`src/design/prio_regs_pkg.sv`:
```
// package: register map, field layout and reset values of the low priority registers
package prio_regs_pkg;
  localparam int NUM_REGS = 6;
  localparam int NUM_SRC = 18;
  localparam logic [2:0] PRIO_RESET = 3'h4;
  localparam logic [2:0] PRIO_OFF = 3'h0;
  localparam int FIELD_HI = 12;
  localparam int FIELD_MID = 8;
  localparam int FIELD_LO = 4;
  localparam int FIELD_LOW0 = 0;
  localparam logic [11:0] OFFS_CTRL_0 = 12'h000;
  localparam logic [11:0] OFFS_CTRL_1 = 12'h004;
  localparam logic [11:0] OFFS_CTRL_2 = 12'h008;
  localparam logic [11:0] OFFS_CTRL_3 = 12'h00C;
  localparam logic [11:0] OFFS_CTRL_4 = 12'h010;
  localparam logic [11:0] OFFS_CTRL_5 = 12'h014;
  // implemented-bit masks per register
  localparam logic [15:0] MASK_CTRL_0 = 16'h7777;
  localparam logic [15:0] MASK_CTRL_1 = 16'h7770;
  localparam logic [15:0] MASK_CTRL_2 = 16'h7777;
  localparam logic [15:0] MASK_CTRL_3 = 16'h0077;
  localparam logic [15:0] MASK_CTRL_4 = 16'h7777;
  localparam logic [15:0] MASK_CTRL_5 = 16'h0007;
  localparam logic [15:0] RESET_CTRL_0 = 16'h4444;
  localparam logic [15:0] RESET_CTRL_1 = 16'h4440;
  localparam logic [15:0] RESET_CTRL_2 = 16'h4444;
  localparam logic [15:0] RESET_CTRL_3 = 16'h0044;
  localparam logic [15:0] RESET_CTRL_4 = 16'h4444;
  localparam logic [15:0] RESET_CTRL_5 = 16'h0004;
  localparam logic [1:0] HTRANS_NONSEQ = 2'h2;
  localparam logic [2:0] HSIZE_WORD = 3'h2;

  typedef logic [2:0] prio_t;

  // per-source priority bundle handed to the arbiter
  typedef struct packed {
    prio_t timer_one_prio;
    prio_t compare_one_prio;
    prio_t capture_one_prio;
    prio_t ext_irq_zero_prio;
    prio_t timer_two_prio;
    prio_t compare_two_prio;
    prio_t capture_two_prio;
    prio_t serial_one_rx_prio;
    prio_t spi_one_event_prio;
    prio_t spi_one_fault_prio;
    prio_t timer_three_prio;
    prio_t conversion_done_prio;
    prio_t serial_one_tx_prio;
    prio_t change_notify_prio;
    prio_t comparator_prio;
    prio_t i2c_one_master_prio;
    prio_t i2c_one_slave_prio;
    prio_t ext_irq_one_prio;
  } prio_bundle_t;
endpackage : prio_regs_pkg

```
`src/design/interrupt_priority_regs_low.sv`:
```
// module: AHB-Lite slave holding the low interrupt priority registers
`timescale 1ns/100ps
`default_nettype none
module interrupt_priority_regs_low (
  input wire logic SYS_CLK,
  input wire logic RST_N,
  input wire logic HSEL,
  input wire logic [11:0] HADDR,
  input wire logic [1:0] HTRANS,
  input wire logic HWRITE,
  input wire logic [2:0] HSIZE,
  input wire logic HREADY,
  input wire logic [31:0] HWDATA,
  output logic [31:0] HRDATA,
  output logic HREADYOUT,
  output logic HRESP,
  output prio_regs_pkg::prio_bundle_t PRIO,
  output logic [prio_regs_pkg::NUM_SRC-1:0] SRC_ENABLED
);
  import prio_regs_pkg::*;

  logic [15:0] regs [NUM_REGS];
  logic wr_pend;
  logic [2:0] wr_idx;
  logic [2:0] addr_idx;
  logic addr_hit;
  logic take;
  logic [15:0] next_rdata;
  logic [15:0] masks [NUM_REGS];
  logic [15:0] resets [NUM_REGS];
  prio_bundle_t next_prio;
  logic [3*NUM_SRC-1:0] flat;

  assign masks[0] = MASK_CTRL_0;
  assign masks[1] = MASK_CTRL_1;
  assign masks[2] = MASK_CTRL_2;
  assign masks[3] = MASK_CTRL_3;
  assign masks[4] = MASK_CTRL_4;
  assign masks[5] = MASK_CTRL_5;
  assign resets[0] = RESET_CTRL_0;
  assign resets[1] = RESET_CTRL_1;
  assign resets[2] = RESET_CTRL_2;
  assign resets[3] = RESET_CTRL_3;
  assign resets[4] = RESET_CTRL_4;
  assign resets[5] = RESET_CTRL_5;

  // word-aligned decode; offsets beyond the six words are unmapped
  assign take = HSEL && HREADY && HTRANS[1];
  assign addr_idx = HADDR[4:2];
  assign addr_hit = (HADDR[11:5] == 7'h00) && (addr_idx < 3'(NUM_REGS));

  // address phase captured, write lands in the data phase
  always_ff @(posedge SYS_CLK) begin
    if (!RST_N) begin
      wr_pend <= 1'b0;
      wr_idx <= 3'h0;
    end else begin
      wr_pend <= take && HWRITE && addr_hit;
      wr_idx <= addr_idx;
    end
  end

  // unimplemented bits are masked on write so they can never hold a one
  always_ff @(posedge SYS_CLK) begin
    for (int i = 0; i < NUM_REGS; i++) begin
      if (!RST_N) begin
        regs[i] <= resets[i];
      end else if (wr_pend && (wr_idx == 3'(i))) begin
        regs[i] <= HWDATA[15:0] & masks[i];
      end
    end
  end

  // read data registered at the address phase, so it stands in the data phase
  always_comb begin
    next_rdata = 16'h0000;
    if (addr_hit) begin
      next_rdata = regs[addr_idx] & masks[addr_idx];
    end
  end

  always_ff @(posedge SYS_CLK) begin
    if (!RST_N) begin
      HRDATA <= 32'h0000_0000;
    end else if (take && !HWRITE) begin
      HRDATA <= {16'h0000, next_rdata};
    end
  end

  // zero wait states, always OKAY
  always_ff @(posedge SYS_CLK) begin
    if (!RST_N) begin
      HREADYOUT <= 1'b0;
      HRESP <= 1'b0;
    end else begin
      HREADYOUT <= 1'b1;
      HRESP <= 1'b0;
    end
  end

  // field placement per register
  always_comb begin
    next_prio.timer_one_prio = regs[0][FIELD_HI +: 3];
    next_prio.compare_one_prio = regs[0][FIELD_MID +: 3];
    next_prio.capture_one_prio = regs[0][FIELD_LO +: 3];
    next_prio.ext_irq_zero_prio = regs[0][FIELD_LOW0 +: 3];
    next_prio.timer_two_prio = regs[1][FIELD_HI +: 3];
    next_prio.compare_two_prio = regs[1][FIELD_MID +: 3];
    next_prio.capture_two_prio = regs[1][FIELD_LO +: 3];
    next_prio.serial_one_rx_prio = regs[2][FIELD_HI +: 3];
    next_prio.spi_one_event_prio = regs[2][FIELD_MID +: 3];
    next_prio.spi_one_fault_prio = regs[2][FIELD_LO +: 3];
    next_prio.timer_three_prio = regs[2][FIELD_LOW0 +: 3];
    next_prio.conversion_done_prio = regs[3][FIELD_LO +: 3];
    next_prio.serial_one_tx_prio = regs[3][FIELD_LOW0 +: 3];
    next_prio.change_notify_prio = regs[4][FIELD_HI +: 3];
    next_prio.comparator_prio = regs[4][FIELD_MID +: 3];
    next_prio.i2c_one_master_prio = regs[4][FIELD_LO +: 3];
    next_prio.i2c_one_slave_prio = regs[4][FIELD_LOW0 +: 3];
    next_prio.ext_irq_one_prio = regs[5][FIELD_LOW0 +: 3];
  end

  assign flat = next_prio;

  // level equals code (7 highest, 1 lowest); outputs lag the register by one edge
  always_ff @(posedge SYS_CLK) begin
    if (!RST_N) begin
      PRIO <= {NUM_SRC{PRIO_RESET}};
    end else begin
      PRIO <= next_prio;
    end
  end

  // code zero means the source may never request
  genvar g;
  generate
    for (g = 0; g < NUM_SRC; g++) begin : g_en
      always_ff @(posedge SYS_CLK) begin
        if (!RST_N) begin
          SRC_ENABLED[g] <= 1'b1;
        end else begin
          SRC_ENABLED[g] <= (flat[3*g +: 3] != PRIO_OFF);
        end
      end
    end
  endgenerate

  // checks
  logic seen_rst;
  always_ff @(posedge SYS_CLK) begin
    seen_rst <= !RST_N ? 1'b1 : seen_rst;
  end

  rsv_zero_a: assert property (@(posedge SYS_CLK) disable iff (!RST_N)
    HREADYOUT |-> (HRDATA[31:16] == 16'h0000))
    else $error("upper read bits not zero");
  reg3_gap_a: assert property (@(posedge SYS_CLK) disable iff (!RST_N)
    (regs[3] & ~MASK_CTRL_3) == 16'h0000)
    else $error("register 3 holds unimplemented bits");
  reg5_gap_a: assert property (@(posedge SYS_CLK) disable iff (!RST_N)
    regs[5][15:3] == 13'h0000)
    else $error("register 5 holds unimplemented bits");
  reg1_gap_a: assert property (@(posedge SYS_CLK) disable iff (!RST_N)
    regs[1][3:0] == 4'h0)
    else $error("register 1 low nibble set");
  reset_level_a: assert property (@(posedge SYS_CLK)
    $rose(RST_N) |-> (PRIO.timer_one_prio == 3'h4) && (regs[0] == 16'h4444))
    else $error("field not at level 4 after reset");
  write_lands_a: assert property (@(posedge SYS_CLK) disable iff (!RST_N)
    (take && HWRITE && HADDR == OFFS_CTRL_0) ##1 1'b1 |=>
      (regs[0] == ($past(HWDATA[15:0]) & MASK_CTRL_0)))
    else $error("write to register 0 lost");
  prio_follow_a: assert property (@(posedge SYS_CLK) disable iff (!RST_N)
    seen_rst && $past(RST_N) |-> (PRIO.ext_irq_one_prio == $past(regs[5][2:0])))
    else $error("priority output does not follow register");
  off_disables_a: assert property (@(posedge SYS_CLK) disable iff (!RST_N)
    $past(RST_N) && (regs[0][14:12] == 3'h0) |=> !SRC_ENABLED[NUM_SRC-1])
    else $error("disabled source still enabled");
  top_level_a: assert property (@(posedge SYS_CLK) disable iff (!RST_N)
    $past(RST_N) && (regs[4][2:0] == 3'h7) |=> (PRIO.i2c_one_slave_prio == 3'h7) && SRC_ENABLED[1])
    else $error("level 7 not passed");
  low_level_a: assert property (@(posedge SYS_CLK) disable iff (!RST_N)
    $past(RST_N) && (regs[2][2:0] == 3'h1) |=> (PRIO.timer_three_prio == 3'h1))
    else $error("level 1 not passed");
  reg0_gap_a: assert property (@(posedge SYS_CLK) disable iff (!RST_N)
    (regs[0] & ~MASK_CTRL_0) == 16'h0000)
    else $error("register 0 holds unimplemented bits");
  reg2_gap_a: assert property (@(posedge SYS_CLK) disable iff (!RST_N)
    (regs[2] & ~MASK_CTRL_2) == 16'h0000)
    else $error("register 2 holds unimplemented bits");
  reg4_gap_a: assert property (@(posedge SYS_CLK) disable iff (!RST_N)
    (regs[4] & ~MASK_CTRL_4) == 16'h0000)
    else $error("register 4 holds unimplemented bits");
  unmapped_zero_a: assert property (@(posedge SYS_CLK) disable iff (!RST_N)
    take && !HWRITE && !addr_hit |=> (HRDATA == 32'h0000_0000))
    else $error("unmapped read not zero");
  irq_one_en_a: assert property (@(posedge SYS_CLK) disable iff (!RST_N)
    $past(RST_N) |-> (SRC_ENABLED[0] == ($past(regs[5][2:0]) != 3'h0)))
    else $error("ext irq one enable wrong");
  slave_en_a: assert property (@(posedge SYS_CLK) disable iff (!RST_N)
    $past(RST_N) |-> (SRC_ENABLED[1] == ($past(regs[4][2:0]) != 3'h0)))
    else $error("i2c slave enable wrong");
  write_reg3_a: assert property (@(posedge SYS_CLK) disable iff (!RST_N)
    (take && HWRITE && HADDR == OFFS_CTRL_3) ##1 1'b1 |=>
      (regs[3] == ($past(HWDATA[15:0]) & MASK_CTRL_3)))
    else $error("write to register 3 lost");
  write_reg5_a: assert property (@(posedge SYS_CLK) disable iff (!RST_N)
    (take && HWRITE && HADDR == OFFS_CTRL_5) ##1 1'b1 |=>
      (regs[5] == ($past(HWDATA[15:0]) & MASK_CTRL_5)))
    else $error("write to register 5 lost");

  wr_cov: cover property (@(posedge SYS_CLK) disable iff (!RST_N) wr_pend);
  rd_cov: cover property (@(posedge SYS_CLK) disable iff (!RST_N) take && !HWRITE && addr_hit);
  off_cov: cover property (@(posedge SYS_CLK) disable iff (!RST_N) !SRC_ENABLED[0]);
  unmap_cov: cover property (@(posedge SYS_CLK) disable iff (!RST_N) take && !addr_hit);
  top_cov: cover property (@(posedge SYS_CLK) disable iff (!RST_N) PRIO.timer_one_prio == 3'h7);
endmodule : interrupt_priority_regs_low
`default_nettype wire

```
`config.mk`:
```
export PLATFORM = sky130hd
export DESIGN_NAME = interrupt_priority_regs_low
export DESIGN_NICKNAME = d
export VERILOG_FILES = /design/src/design/prio_regs_pkg.sv /design/src/design/interrupt_priority_regs_low.sv
export SDC_FILE = /design/constraint.sdc
export NUM_CORES = 1
export LEC_CHECK = 0
export ABC_AREA = 1
export BUFFER_PORTS_ARGS = -buffer_cell sky130_fd_sc_hd__buf_2
export CORE_ASPECT_RATIO = 0.5
export CORE_MARGIN = 10
export CORE_UTILIZATION = 34
export CTS_BUF_LIST = sky130_fd_sc_hd__clkbuf_2 sky130_fd_sc_hd__clkbuf_4 sky130_fd_sc_hd__clkbuf_8
export CTS_CLUSTER_DIAMETER = 50
export CTS_CLUSTER_SIZE = 40
export DETAILED_ROUTE_END_ITERATION = 10
export PLACE_DENSITY = 0.69
export SETUP_SLACK_MARGIN = 0.15
export SLEW_MARGIN = 25
export SYNTH_ARGS = -nofsm -noshare
export SYNTH_HDL_FRONTEND = slang
export SYNTH_SLANG_ARGS = --single-unit
```
`constraint.sdc`:
```
create_clock -name SYS_CLK -period 2.8 [get_ports SYS_CLK]
set_input_delay 0.14 -clock SYS_CLK [delete_from_list [all_inputs] [get_ports SYS_CLK]]
set_output_delay 0.14 -clock SYS_CLK [all_outputs]
set_load 0.1 [all_outputs]
```
==> key figures, run 1 <==
Status
  • Outcome: finished clean

Cells and area
  • Final Non-Filler Cells: 905
  • Util after Layout: 0.4157
  • Fraction of layout instances using a drive strength above 1: 0.2240
  • Final net count: 742
  • Cell area after layout: 6375 µm²
  • Ant diodes: 0
  • Layout area overhead: 20.11%

Global route
  • Antenna violations before repair: 0
  • First-pass GRT wire length: 21020 µm
  • Grt ovf: 0
  • GR Util All Layers: 0.1279
  • Vias in the first global route: 4025
  • Largest net degree at the start of global routing: 55

Synthesis
  • Synth top area cells: dfxtp_1 (34%), edfxtp_1 (31%), nand2_1 (11%)
  • Asr flop ratio synth: 0
  • Synth Warn #: 0
  • Avg Inst Size Synth: 9.295 µm²
  • Largest area contributor in the netlist: dfxtp_1
  • Synthesized flop and latch total: 143
  • Mapped cell area: 5308 µm²
  • Yosys cell types: 25
  • Most common cell in the synthesized netlist: nand2_1
  • Most frequent cells after synthesis: nand2_1 (159), inv_1 (98), dfxtp_1 (89)
  • Post-synth EDFFs: 54
  • Top-area cell type share of the netlist area: 0.3357
  • Post-Syn Instances: 571
  • Sequential area share after synthesis: 0.6412
  • Predominant post-synthesis flop cell: dfxtp_1

Worst setup path
  • CP Class: flip-flop to flip-flop
  • Crit path top cell by count: nor2_1
  • Cell family with most CP delay: simple AND/OR/NAND/NOR gates
  • Highest-delay cell along the critical path: nor2_1
  • WP data required: 3.09 ns
  • R2R Path Start: wr_pend
  • Register-to-Register Path Depth: 6
  • R2r endpoint: regs[0][0]
  • Largest stage delay, worst path: 0.39 ns
  • CP Cell Sequence: inv_1 > nor2_2 > nand2_1 > nor2_1 > inv_2 > nor2_1
  • R2R setup slack: 1.36 ns
  • CP Buf/Inv Count: 2
  • Worst Path Max Fanout: 8
  • Critical Path AT: 1.74 ns
  • Crit path capture type: flip-flop
  • CP Launch Type: flip-flop

Place
  • Input/output buffers: 112
  • Hpwl dp: 10360 µm
  • Routability cong.: 0.8706
  • Dpl cells: 872
  • Area post-placement: 5973 µm²

Clock tree
  • Number of clock sinks: 143
  • Post-CTS setup buffer count: 0
  • Worst-skew pair later-pin latency: 0.44 ns
  • CTS HTree Levels: 4
  • CTS buffer count: 17
  • CTS tree: yes
  • Bufs on Longest Clock Path: 2
  • Reg clk slew, reported paths: 0.08 ns
  • Root Driver: clkbuf_8

Detailed routing
  • First-pass iteration count of the detailed router: 5
  • Post-route ant nets: 0
  • WL/cell: 15.11 µm
  • DRC: 0
  • Final WL: 13670 µm
  • Vias per cell: 4.440
  • Routed via count: 4018
  • Initial DRC count: 352

Power
  • Psw: 0.001291 W
  • Logic gate share of total power: 0.121
  • VDD IR max: 274.9 µV
  • Clock power frac: 0.371
  • Internal: 0.003100 W
  • Switching Fraction: 0.2940
  • Power Density: 688.7 nW/µm²
  • LEAKAGE: 3.079 nW
  • Sequential fraction of design power: 0.508

Min path
  • Worst Hold Path EP: wr_idx[2]
  • Hold Path Depth: 3
  • Worst hold path type: input port to flip-flop
  • Critical hold path startpoint: HADDR[4]

Floorplanning
  • IO Count: 160
  • Starting density of the core: 0.3461
  • Row Count: 32
  • Die height: 108.3 µm
  • DIE AREA: 21310 µm²
  • Placeable Area: 15330 µm²
  • Chip Width: 196.7 µm

Timing
  • Final Hold Slack: 0.02518 ns
  • Max transition margin: 0.5897
  • Setup TNS: 0 ns
  • Setup-failing EPs final: 0
  • Fin. max-slew vios: 0
  • Final Skew: 0.01040 ns
  • Final Critical Period: 1.445 ns
  • FMAX: 0.6922 GHz
  • Final worst-path cycle share: 0.5160
  • Unrepaired setup endpoints after global routing: false
  • Worst-Margin Slew: 0.6154 ns
  • Final hold violation count: 0

Job
  • Maxcap violations: 0
registers in the layout, indices dropped and copies added, names as in the netlist:
| name | count |
|---|---|
| HRDATA | 12 |
| wr_idx | 3 |
| PRIO | 54 |
| wr_pend | 1 |
| regs | 54 |
| HREADYOUT | 1 |
| SRC_ENABLED | 18 |
through the flow:
stage	total power [W]	worst slack, ns
6_report	0.004390	1.355
5_1_grt	0.004546	1.230
4_1_cts	0.004419	1.354
3_5_place_dp	0.002808	1.197
3_3_place_gp	0.002804	1.206
2_1_floorplan	0.002730	1.507
logic make-up after synthesis:
logic type	share of synthesized area
DFF	0.6412
other	0.0007065
AOI/OAI and AO/OA	0.02900
and+or+nand+nor	0.2098
buffers and inverters	0.1193
power groups by stage:
stage	Sequential, W	Combinational, W	Clock (W)
2_1_floorplan	0.00247	0.000262	0
3_3_place_gp	0.00228	0.000527	0
5_1_grt	0.00224	0.000561	0.00175
6_report	0.00223	0.000533	0.00163
3_5_place_dp	0.00228	0.000531	0
4_1_cts	0.00223	0.000533	0.00166
metal layers:
metal  share of wire  GRT usage  routed length, µm
met4           0.018    0.05376                240
met5               0          0                  0
met2            0.49     0.2171               6713
met3           0.069    0.03120                947
met1            0.42     0.1543               5772
layout by cell type, fill, tap and decap left out:
master / netlist / final
buf_12: 0 / 1
dlygate4sd3_1: 0 / 1
a21oi_2: 1 / 1
nand2_1: 159 / 159
conb_1: 1 / 21
inv_8: 0 / 1
o211ai_1: 8 / 8
edfxtp_1: 54 / 54
nor2_2: 4 / 4
a21oi_1: 14 / 14
o21ai_0: 3 / 3
nor2_1: 48 / 48
nand4_1: 11 / 11
nand3_1: 24 / 24
inv_1: 98 / 98
clkinv_1: 0 / 2
clkinvlp_4: 0 / 1
inv_4: 2 / 2
clkbuf_8: 0 / 17
or2_2: 1 / 1
buf_2: 10 / 112
bufinv_16: 0 / 2
dfxtp_1: 89 / 89
inv_6: 0 / 2
clkbuf_4: 0 / 3
nor2_4: 3 / 3
or3_1: 9 / 9
nor3_2: 1 / 1
clkinv_2: 0 / 1
nor3_1: 2 / 2
nor4_1: 1 / 1
clkinv_4: 0 / 3
inv_2: 2 / 2
worst max-delay path by stage:
stage / startpoint / endpoint / slack (ns) / depth (start not counted)
after floorplan: HRDATA[14] / HRDATA[14] / 1.51 / 2
after global placement: HADDR[2] / HRDATA[5] / 1.21 / 9
after detailed placement: RST_N / regs[4][3] / 1.20 / 5
after CTS: wr_pend / regs[2][0] / 1.35 / 4
after global routing: wr_pend / regs[0][10] / 1.23 / 6
final: wr_pend / regs[0][0] / 1.36 / 6
cell type report:
cell class	instances	area, µm²
Sequential cell	143	3403
Inverter	102	387.9
Timing Repair Buffer	114	590.6
Multi-Input combinational cell	310	1346
Clock buffer	20	256.5
Clock inverter	12	135.1
Tap cell	204	255.2
Fill cell	1493	8960
what timing repair did:
item	CTS	global route
endpoints found under the hold margin	1	0
hold buffers	1	0
setup endpoints to repair	0	0
gates resized for setup	0	0
worst min-delay path: cells and delay by family:
| kind | cells | cell delay, ns |
|---|---|---|
| AND/OR/NAND/NOR | 1 | 0.08 |
| buffers and inverters | 2 | 0.20 |
Note: power is estimated with default switching activity, not from simulation.
==> run 2, diff against run 1 <==
clock period = 1.4 ns   (was 2.8 ns; I/O delays follow)
==> key figures, run 2 (synthesized netlist as in run 1, its figures left out) <==
Status
  • Outcome: finished clean

Power
  • VDD IR max: 579.0 µV (+110%)
  • Psw: 0.002597 W (+100%)
  • Internal: 0.006430 W (+110%)
  • Logic gate share of total power: 0.129 (+0.008)
  • Switching Fraction: 0.2877 (-0.006323)
  • Power Density: 1302 nW/µm² (+89%)
  • Sequential fraction of design power: 0.495 (-0.013)
  • LEAKAGE: 3.303 nW (+7.3%)
  • Clock power frac: 0.376 (+0.005)

Detailed routing
  • DRC: 0 (unchanged)
  • First-pass iteration count of the detailed router: 5 (unchanged)
  • Initial DRC count: 233 (-34%)
  • Routed via count: 4161 (+3.6%)
  • WL/cell: 15.32 µm (+1.4%)
  • Post-route ant nets: 0 (unchanged)
  • Vias per cell: 4.441 (about the same)
  • Final WL: 14350 µm (+5.0%)

Clock tree
  • Bufs on Longest Clock Path: 2 (unchanged)
  • Worst-skew pair later-pin latency: 0.45 ns (about the same)
  • Number of clock sinks: 143 (unchanged)
  • CTS HTree Levels: 4 (unchanged)
  • Reg clk slew, reported paths: 0.08 ns (about the same)
  • Root Driver: clkbuf_8
  • CTS buffer count: 17 (unchanged)
  • CTS tree: yes

Worst setup path
  • WP data required: 1.71 ns (-1.38 ns)
  • CP Class: flip-flop to flip-flop
  • Worst Path Max Fanout: 8 (unchanged)
  • Critical Path AT: 1.55 ns (-0.19 ns)
  • R2R setup slack: 0.15 ns (-1.20 ns)
  • CP Launch Type: flip-flop
  • Crit path capture type: flip-flop
  • Register-to-Register Path Depth: 7 (+1)

Global route
  • First-pass GRT wire length: 21740 µm (+3.4%)
  • GR Util All Layers: 0.1331 (+0.005149)
  • Antenna violations before repair: 1 (+1)
  • Vias in the first global route: 4148 (+3.1%)
  • Largest net degree at the start of global routing: 35 (-36%)
  • Grt ovf: 0 (unchanged)

Floorplanning
  • Chip Width: 196.7 µm (unchanged)
  • Die height: 108.3 µm (unchanged)
  • Row Count: 32 (unchanged)
  • DIE AREA: 21310 µm² (unchanged)
  • IO Count: 160 (unchanged)
  • Placeable Area: 15330 µm² (unchanged)
  • Starting density of the core: 0.3461 (unchanged)

Cells and area
  • Final net count: 773 (+4.2%)
  • Layout area overhead: 30.67%
  • Biggest regs: PRIO x54, regs x54, SRC_ENABLED x18
  • Final Non-Filler Cells: 937 (+3.5%)
  • Commonest non-fill, non-tap cell in the layout: nand2_1
  • Commonest cells after routing, fill and taps aside: nand2_1 (155), buf_4 (98), inv_1 (97), dfxtp_1 (88), edfxtp_1 (54)
  • Fraction of layout instances using a drive strength above 1: 0.2486 (+0.02467)

Timing
  • Setup TNS: 0 ns (unchanged)
  • Fin. max-slew vios: 0 (unchanged)
  • Setup-failing EPs final: 0 (unchanged)
  • Final hold violation count: 0 (unchanged)
  • Final Critical Period: 1.245 ns (-0.1997 ns)
  • Final worst-path cycle share: 0.8893 (+0.3734)
  • FMAX: 0.8032 GHz (+16%)
  • Unrepaired setup endpoints after global routing: true
  • Final Skew: 0.01027 ns (-0.0001274 ns)

Min path
  • Worst hold path type: input port to flip-flop
  • Hold Path Depth: 4 (+1)

Place
  • Routability cong.: 0.8570 (-1.6%)
  • Dpl cells: 884 (+1.4%)
  • Hpwl dp: 10530 µm (+1.7%)
  • Input/output buffers: 112 (unchanged)

Job
  • Maxcap violations: 0 (unchanged)
run 2: cell types whose count changed in the layout (fill, tap and decap cells not counted), sizes merged:
cell,previous run,this run
buf,113,129
dlygate4sd3,1,16
bufinv,2,3
clkbuf,20,19
clkinv,6,7
diode,0,1
inv,105,104
run 2: final timing paths:
check                           startpoint         end
worst max register to register     wr_pend  regs[0][4]
worst min-delay path              HADDR[8]     wr_pend
worst max-delay path               wr_pend  regs[0][4]
worst min register to register  regs[3][3]    PRIO[18]
run 2: through the flow:
step           hold slack (ns)  setup WS, ns  utilization  area (µm²)  power, W
2_1_floorplan          0.09772        0.1512            -        5384  0.005459
4_1_cts               0.002178        0.1031       0.4480        6870  0.009064
3_5_place_dp            0.3665        0.1151       0.3963        6077  0.005640
3_3_place_gp            0.3725        0.1436       0.3963        6077  0.005630
6_report               0.01777        0.1549       0.4523        6935  0.009027
5_1_grt                0.01685       0.07250       0.4523        6935  0.009323
run 2: final cells by class:
class	count	area, µm²
fillers	1421	8399
flip-flops and latches	143	3405
multi-input cells	310	1381
repair buffers	145	1094
inverters	102	387.9
well taps	204	255.2
clock buffers	19	249.0
clock inverters	13	161.4
diodes	1	2.502
run 2: worst max-delay path, cell delays in order (launching register included):
cell	delay, ns
dfxtp_1	0.34
inv_1	0.07
nor2_4	0.12
nand2_2	0.08
nor2_2	0.17
buf_4	0.15
inv_2	0.08
nor2_1	0.10
run 2: layer usage:
metal,GRT usage,share of wire
met3,0.02997,0.064
met5,0,0
met1,0.1591,0.42
met2,0.2294,0.50
met4,0.05645,0.017
run 2: power by group through the flow:
| stage | clock, W | combinational (W) | sequential, W |
|---|---|---|---|
| 2_1_floorplan | 0 | 0.000525 | 0.00493 |
| 3_3_place_gp | 0 | 0.00108 | 0.00455 |
| 3_5_place_dp | 0 | 0.00108 | 0.00456 |
| 4_1_cts | 0.00344 | 0.00115 | 0.00446 |
| 5_1_grt | 0.00362 | 0.00123 | 0.00447 |
| 6_report | 0.00340 | 0.00117 | 0.00446 |
run 2: timing repair:
action / 4_1_cts / 5_1_grt
endpoints found under the setup margin: 118 / 100
pin swaps: 0 / 2
hold buffers: 16 / 0
endpoints found under the hold margin: 28 / 0
buffers inserted: 0 / 4
resized for setup: 88 / 11
==> run 3, diff against run 2 <==
SLEW_MARGIN = 20   (was 25)
clock period = 1.6 ns   (was 1.4 ns; I/O delays follow)
==> key figures, run 3 (synthesized netlist as in run 1, its figures left out) <==
Floorplanning
  • Die height: 108.3 µm (unchanged)
  • IO Count: 160 (unchanged)
  • Placeable Area: 15330 µm² (unchanged)
  • Starting density of the core: 0.3461 (unchanged)
  • DIE AREA: 21310 µm² (unchanged)
  • Chip Width: 196.7 µm (unchanged)
  • Row Count: 32 (unchanged)

Detailed routing
  • WL/cell: 15.16 µm (-0.99%)
  • Vias per cell: 4.404 (-0.82%)
  • First-pass iteration count of the detailed router: 5 (unchanged)
  • DRC: 0 (unchanged)
  • Initial DRC count: 273 (+17%)
  • Final WL: 13880 µm (-3.3%)
  • Routed via count: 4030 (-3.1%)
  • Post-route ant nets: 0 (unchanged)

Global route
  • First-pass GRT wire length: 21310 µm (-1.9%)
  • Antenna violations before repair: 0 (-1)
  • Grt ovf: 0 (unchanged)
  • Largest net degree at the start of global routing: 46 (+31%)
  • GR Util All Layers: 0.1295 (-0.003548)
  • Vias in the first global route: 4085 (-1.5%)

Clock tree
  • Worst-skew pair later-pin latency: 0.45 ns (about the same)
  • Root Driver: clkbuf_8
  • Bufs on Longest Clock Path: 2 (unchanged)
  • Number of clock sinks: 143 (unchanged)
  • Post-CTS setup buffer count: 0 (unchanged)
  • Reg clk slew, reported paths: 0.09 ns (about the same)
  • CTS tree: yes
  • CTS HTree Levels: 4 (unchanged)
  • CTS buffer count: 17 (unchanged)

Timing
  • Final worst-path cycle share: 0.8479 (-0.04142)
  • Final hold violation count: 0 (unchanged)
  • FMAX: 0.7371 GHz (-8.2%)
  • Max transition margin: 0.6539
  • Final Skew: 0.009353 ns (-0.0009190 ns)
  • Setup TNS: 0 ns (unchanged)
  • Fin. max-slew vios: 0 (unchanged)
  • Final Hold Slack: 0.01885 ns (+0.001077 ns)
  • Setup-failing EPs final: 0 (unchanged)
  • Final Critical Period: 1.357 ns (+0.1116 ns)
  • Unrepaired setup endpoints after global routing: false
  • Worst-Margin Slew: 0.5228 ns

Cells and area
  • Commonest cells after routing, fill and taps aside: nand2_1 (158), buf_2 (112), inv_1 (98), dfxtp_1 (89), edfxtp_1 (54)
  • Final net count: 752 (-2.7%)
  • Layout area overhead: 23.36%
  • Fraction of layout instances using a drive strength above 1: 0.2377 (-0.01094)
  • Util after Layout: 0.4270 (-0.02529)
  • Commonest non-fill, non-tap cell in the layout: nand2_1
  • Biggest regs: PRIO x54, regs x54, SRC_ENABLED x18
  • Ant diodes: 0 (-1)
  • # fillers: 1469 (+3.4%)
  • Final Non-Filler Cells: 915 (-2.3%)

Worst setup path
  • R2r endpoint: regs[1][6]
  • Worst Path Max Fanout: 9 (+1)
  • Register-to-Register Path Depth: 4 (-3)
  • R2R setup slack: 0.24 ns (+0.09 ns)
  • CP Class: flip-flop to flip-flop
  • Critical Path AT: 1.47 ns (-0.08 ns)
  • R2R Path Start: wr_idx[0]
  • CP Launch Type: flip-flop
  • Crit path capture type: flip-flop
  • CP Launch Point: wr_idx[0]
  • Crit path capture: regs[1][6]
  • WP data required: 1.71 ns (about the same)

Status
  • Outcome: finished clean

Power
  • Sequential fraction of design power: 0.482 (-0.013)
  • Clock power frac: 0.400 (+0.024)
  • VDD IR max: 546.6 µV (-5.6%)
  • Power Density: 1237 nW/µm² (-5.0%)
  • Psw: 0.002354 W (-9.3%)
  • Internal: 0.005744 W (-11%)
  • LEAKAGE: 3.156 nW (-4.5%)
  • Logic gate share of total power: 0.118 (-0.011)
  • Switching Fraction: 0.2907 (+0.003043)

Place
  • Hpwl dp: 10410 µm (-1.2%)
  • Input/output buffers: 112 (unchanged)
  • Dpl cells: 877 (-0.79%)
  • Routability cong.: 0.8660 (+1.1%)

Min path
  • Worst hold path type: input port to flip-flop
  • Hold Path Depth: 3 (-1)

Job
  • Maxcap violations: 0 (unchanged)
==> run 3: how the worst min path moves through the flow <==
stage	startpoint	to	slack [ns]
3_5_place_dp	HWRITE	wr_pend	0.38
6_report	HWDATA[8]	regs[0][6]	0.02
2_1_floorplan	RST_N	HREADYOUT	0.11
3_3_place_gp	HWRITE	wr_pend	0.38
5_1_grt	HWDATA[6]	regs[0][5]	0.02
4_1_cts	HWDATA[8]	regs[4][6]	0.009
==> run 3: area by class of cell <==
cell class	count	area, µm²	area share
Sequential cell	143	3403	0.5198
Multi-Input combinational cell	310	1364	0.2083
Timing Repair Buffer	124	690.7	0.1055
Inverter	102	387.9	0.05924
Tap cell	204	255.2	0.03898
Clock buffer	18	241.5	0.03688
Clock inverter	14	205.2	0.03134
==> run 3: power groups by stage <==
stage / Clock (W) / Sequential [W] / Combinational [W]
3_5_place_dp: 0 / 0.00399 / 0.000943
6_report: 0.00324 / 0.00390 / 0.000955
2_1_floorplan: 0 / 0.00432 / 0.000459
5_1_grt: 0.00345 / 0.00391 / 0.00101
3_3_place_gp: 0 / 0.00398 / 0.000936
4_1_cts: 0.00327 / 0.00390 / 0.000955
==> run 3: through the flow <==
| step | cell area [µm²] | setup slack [ns] | power (W) |
|---|---|---|---|
| 5_1_grt | 6548 | 0.1566 | 0.008369 |
| 6_report | 6548 | 0.2434 | 0.008099 |
| 3_3_place_gp | 6023 | 0.2838 | 0.004919 |
| 4_1_cts | 6530 | 0.1922 | 0.008127 |
| 3_5_place_dp | 6023 | 0.2305 | 0.004929 |
| 2_1_floorplan | 5383 | 0.3075 | 0.004777 |
==> run 3: critical path, stage by stage, from the launching register on <==
cell and delay, ns:
dfxtp_1 0.35, inv_1 0.06, nor2_1 0.16, nand2_1 0.13, nand2_1 0.33
==> run 3: timing repair <==
action,4_1_cts,5_1_grt
gates resized for setup,0,6
setup endpoints to repair,0,32
hold endpoints to repair,16,0
hold buffers,6,0
==> run 3: per-layer routing <==
metal | part of all wire | GRT usage | routed length [µm]
met4 | 0.014 | 0.04462 | 201
met3 | 0.067 | 0.03213 | 925
met5 | 0 | 0 | 0
met1 | 0.43 | 0.1576 | 5950
met2 | 0.49 | 0.2221 | 6797
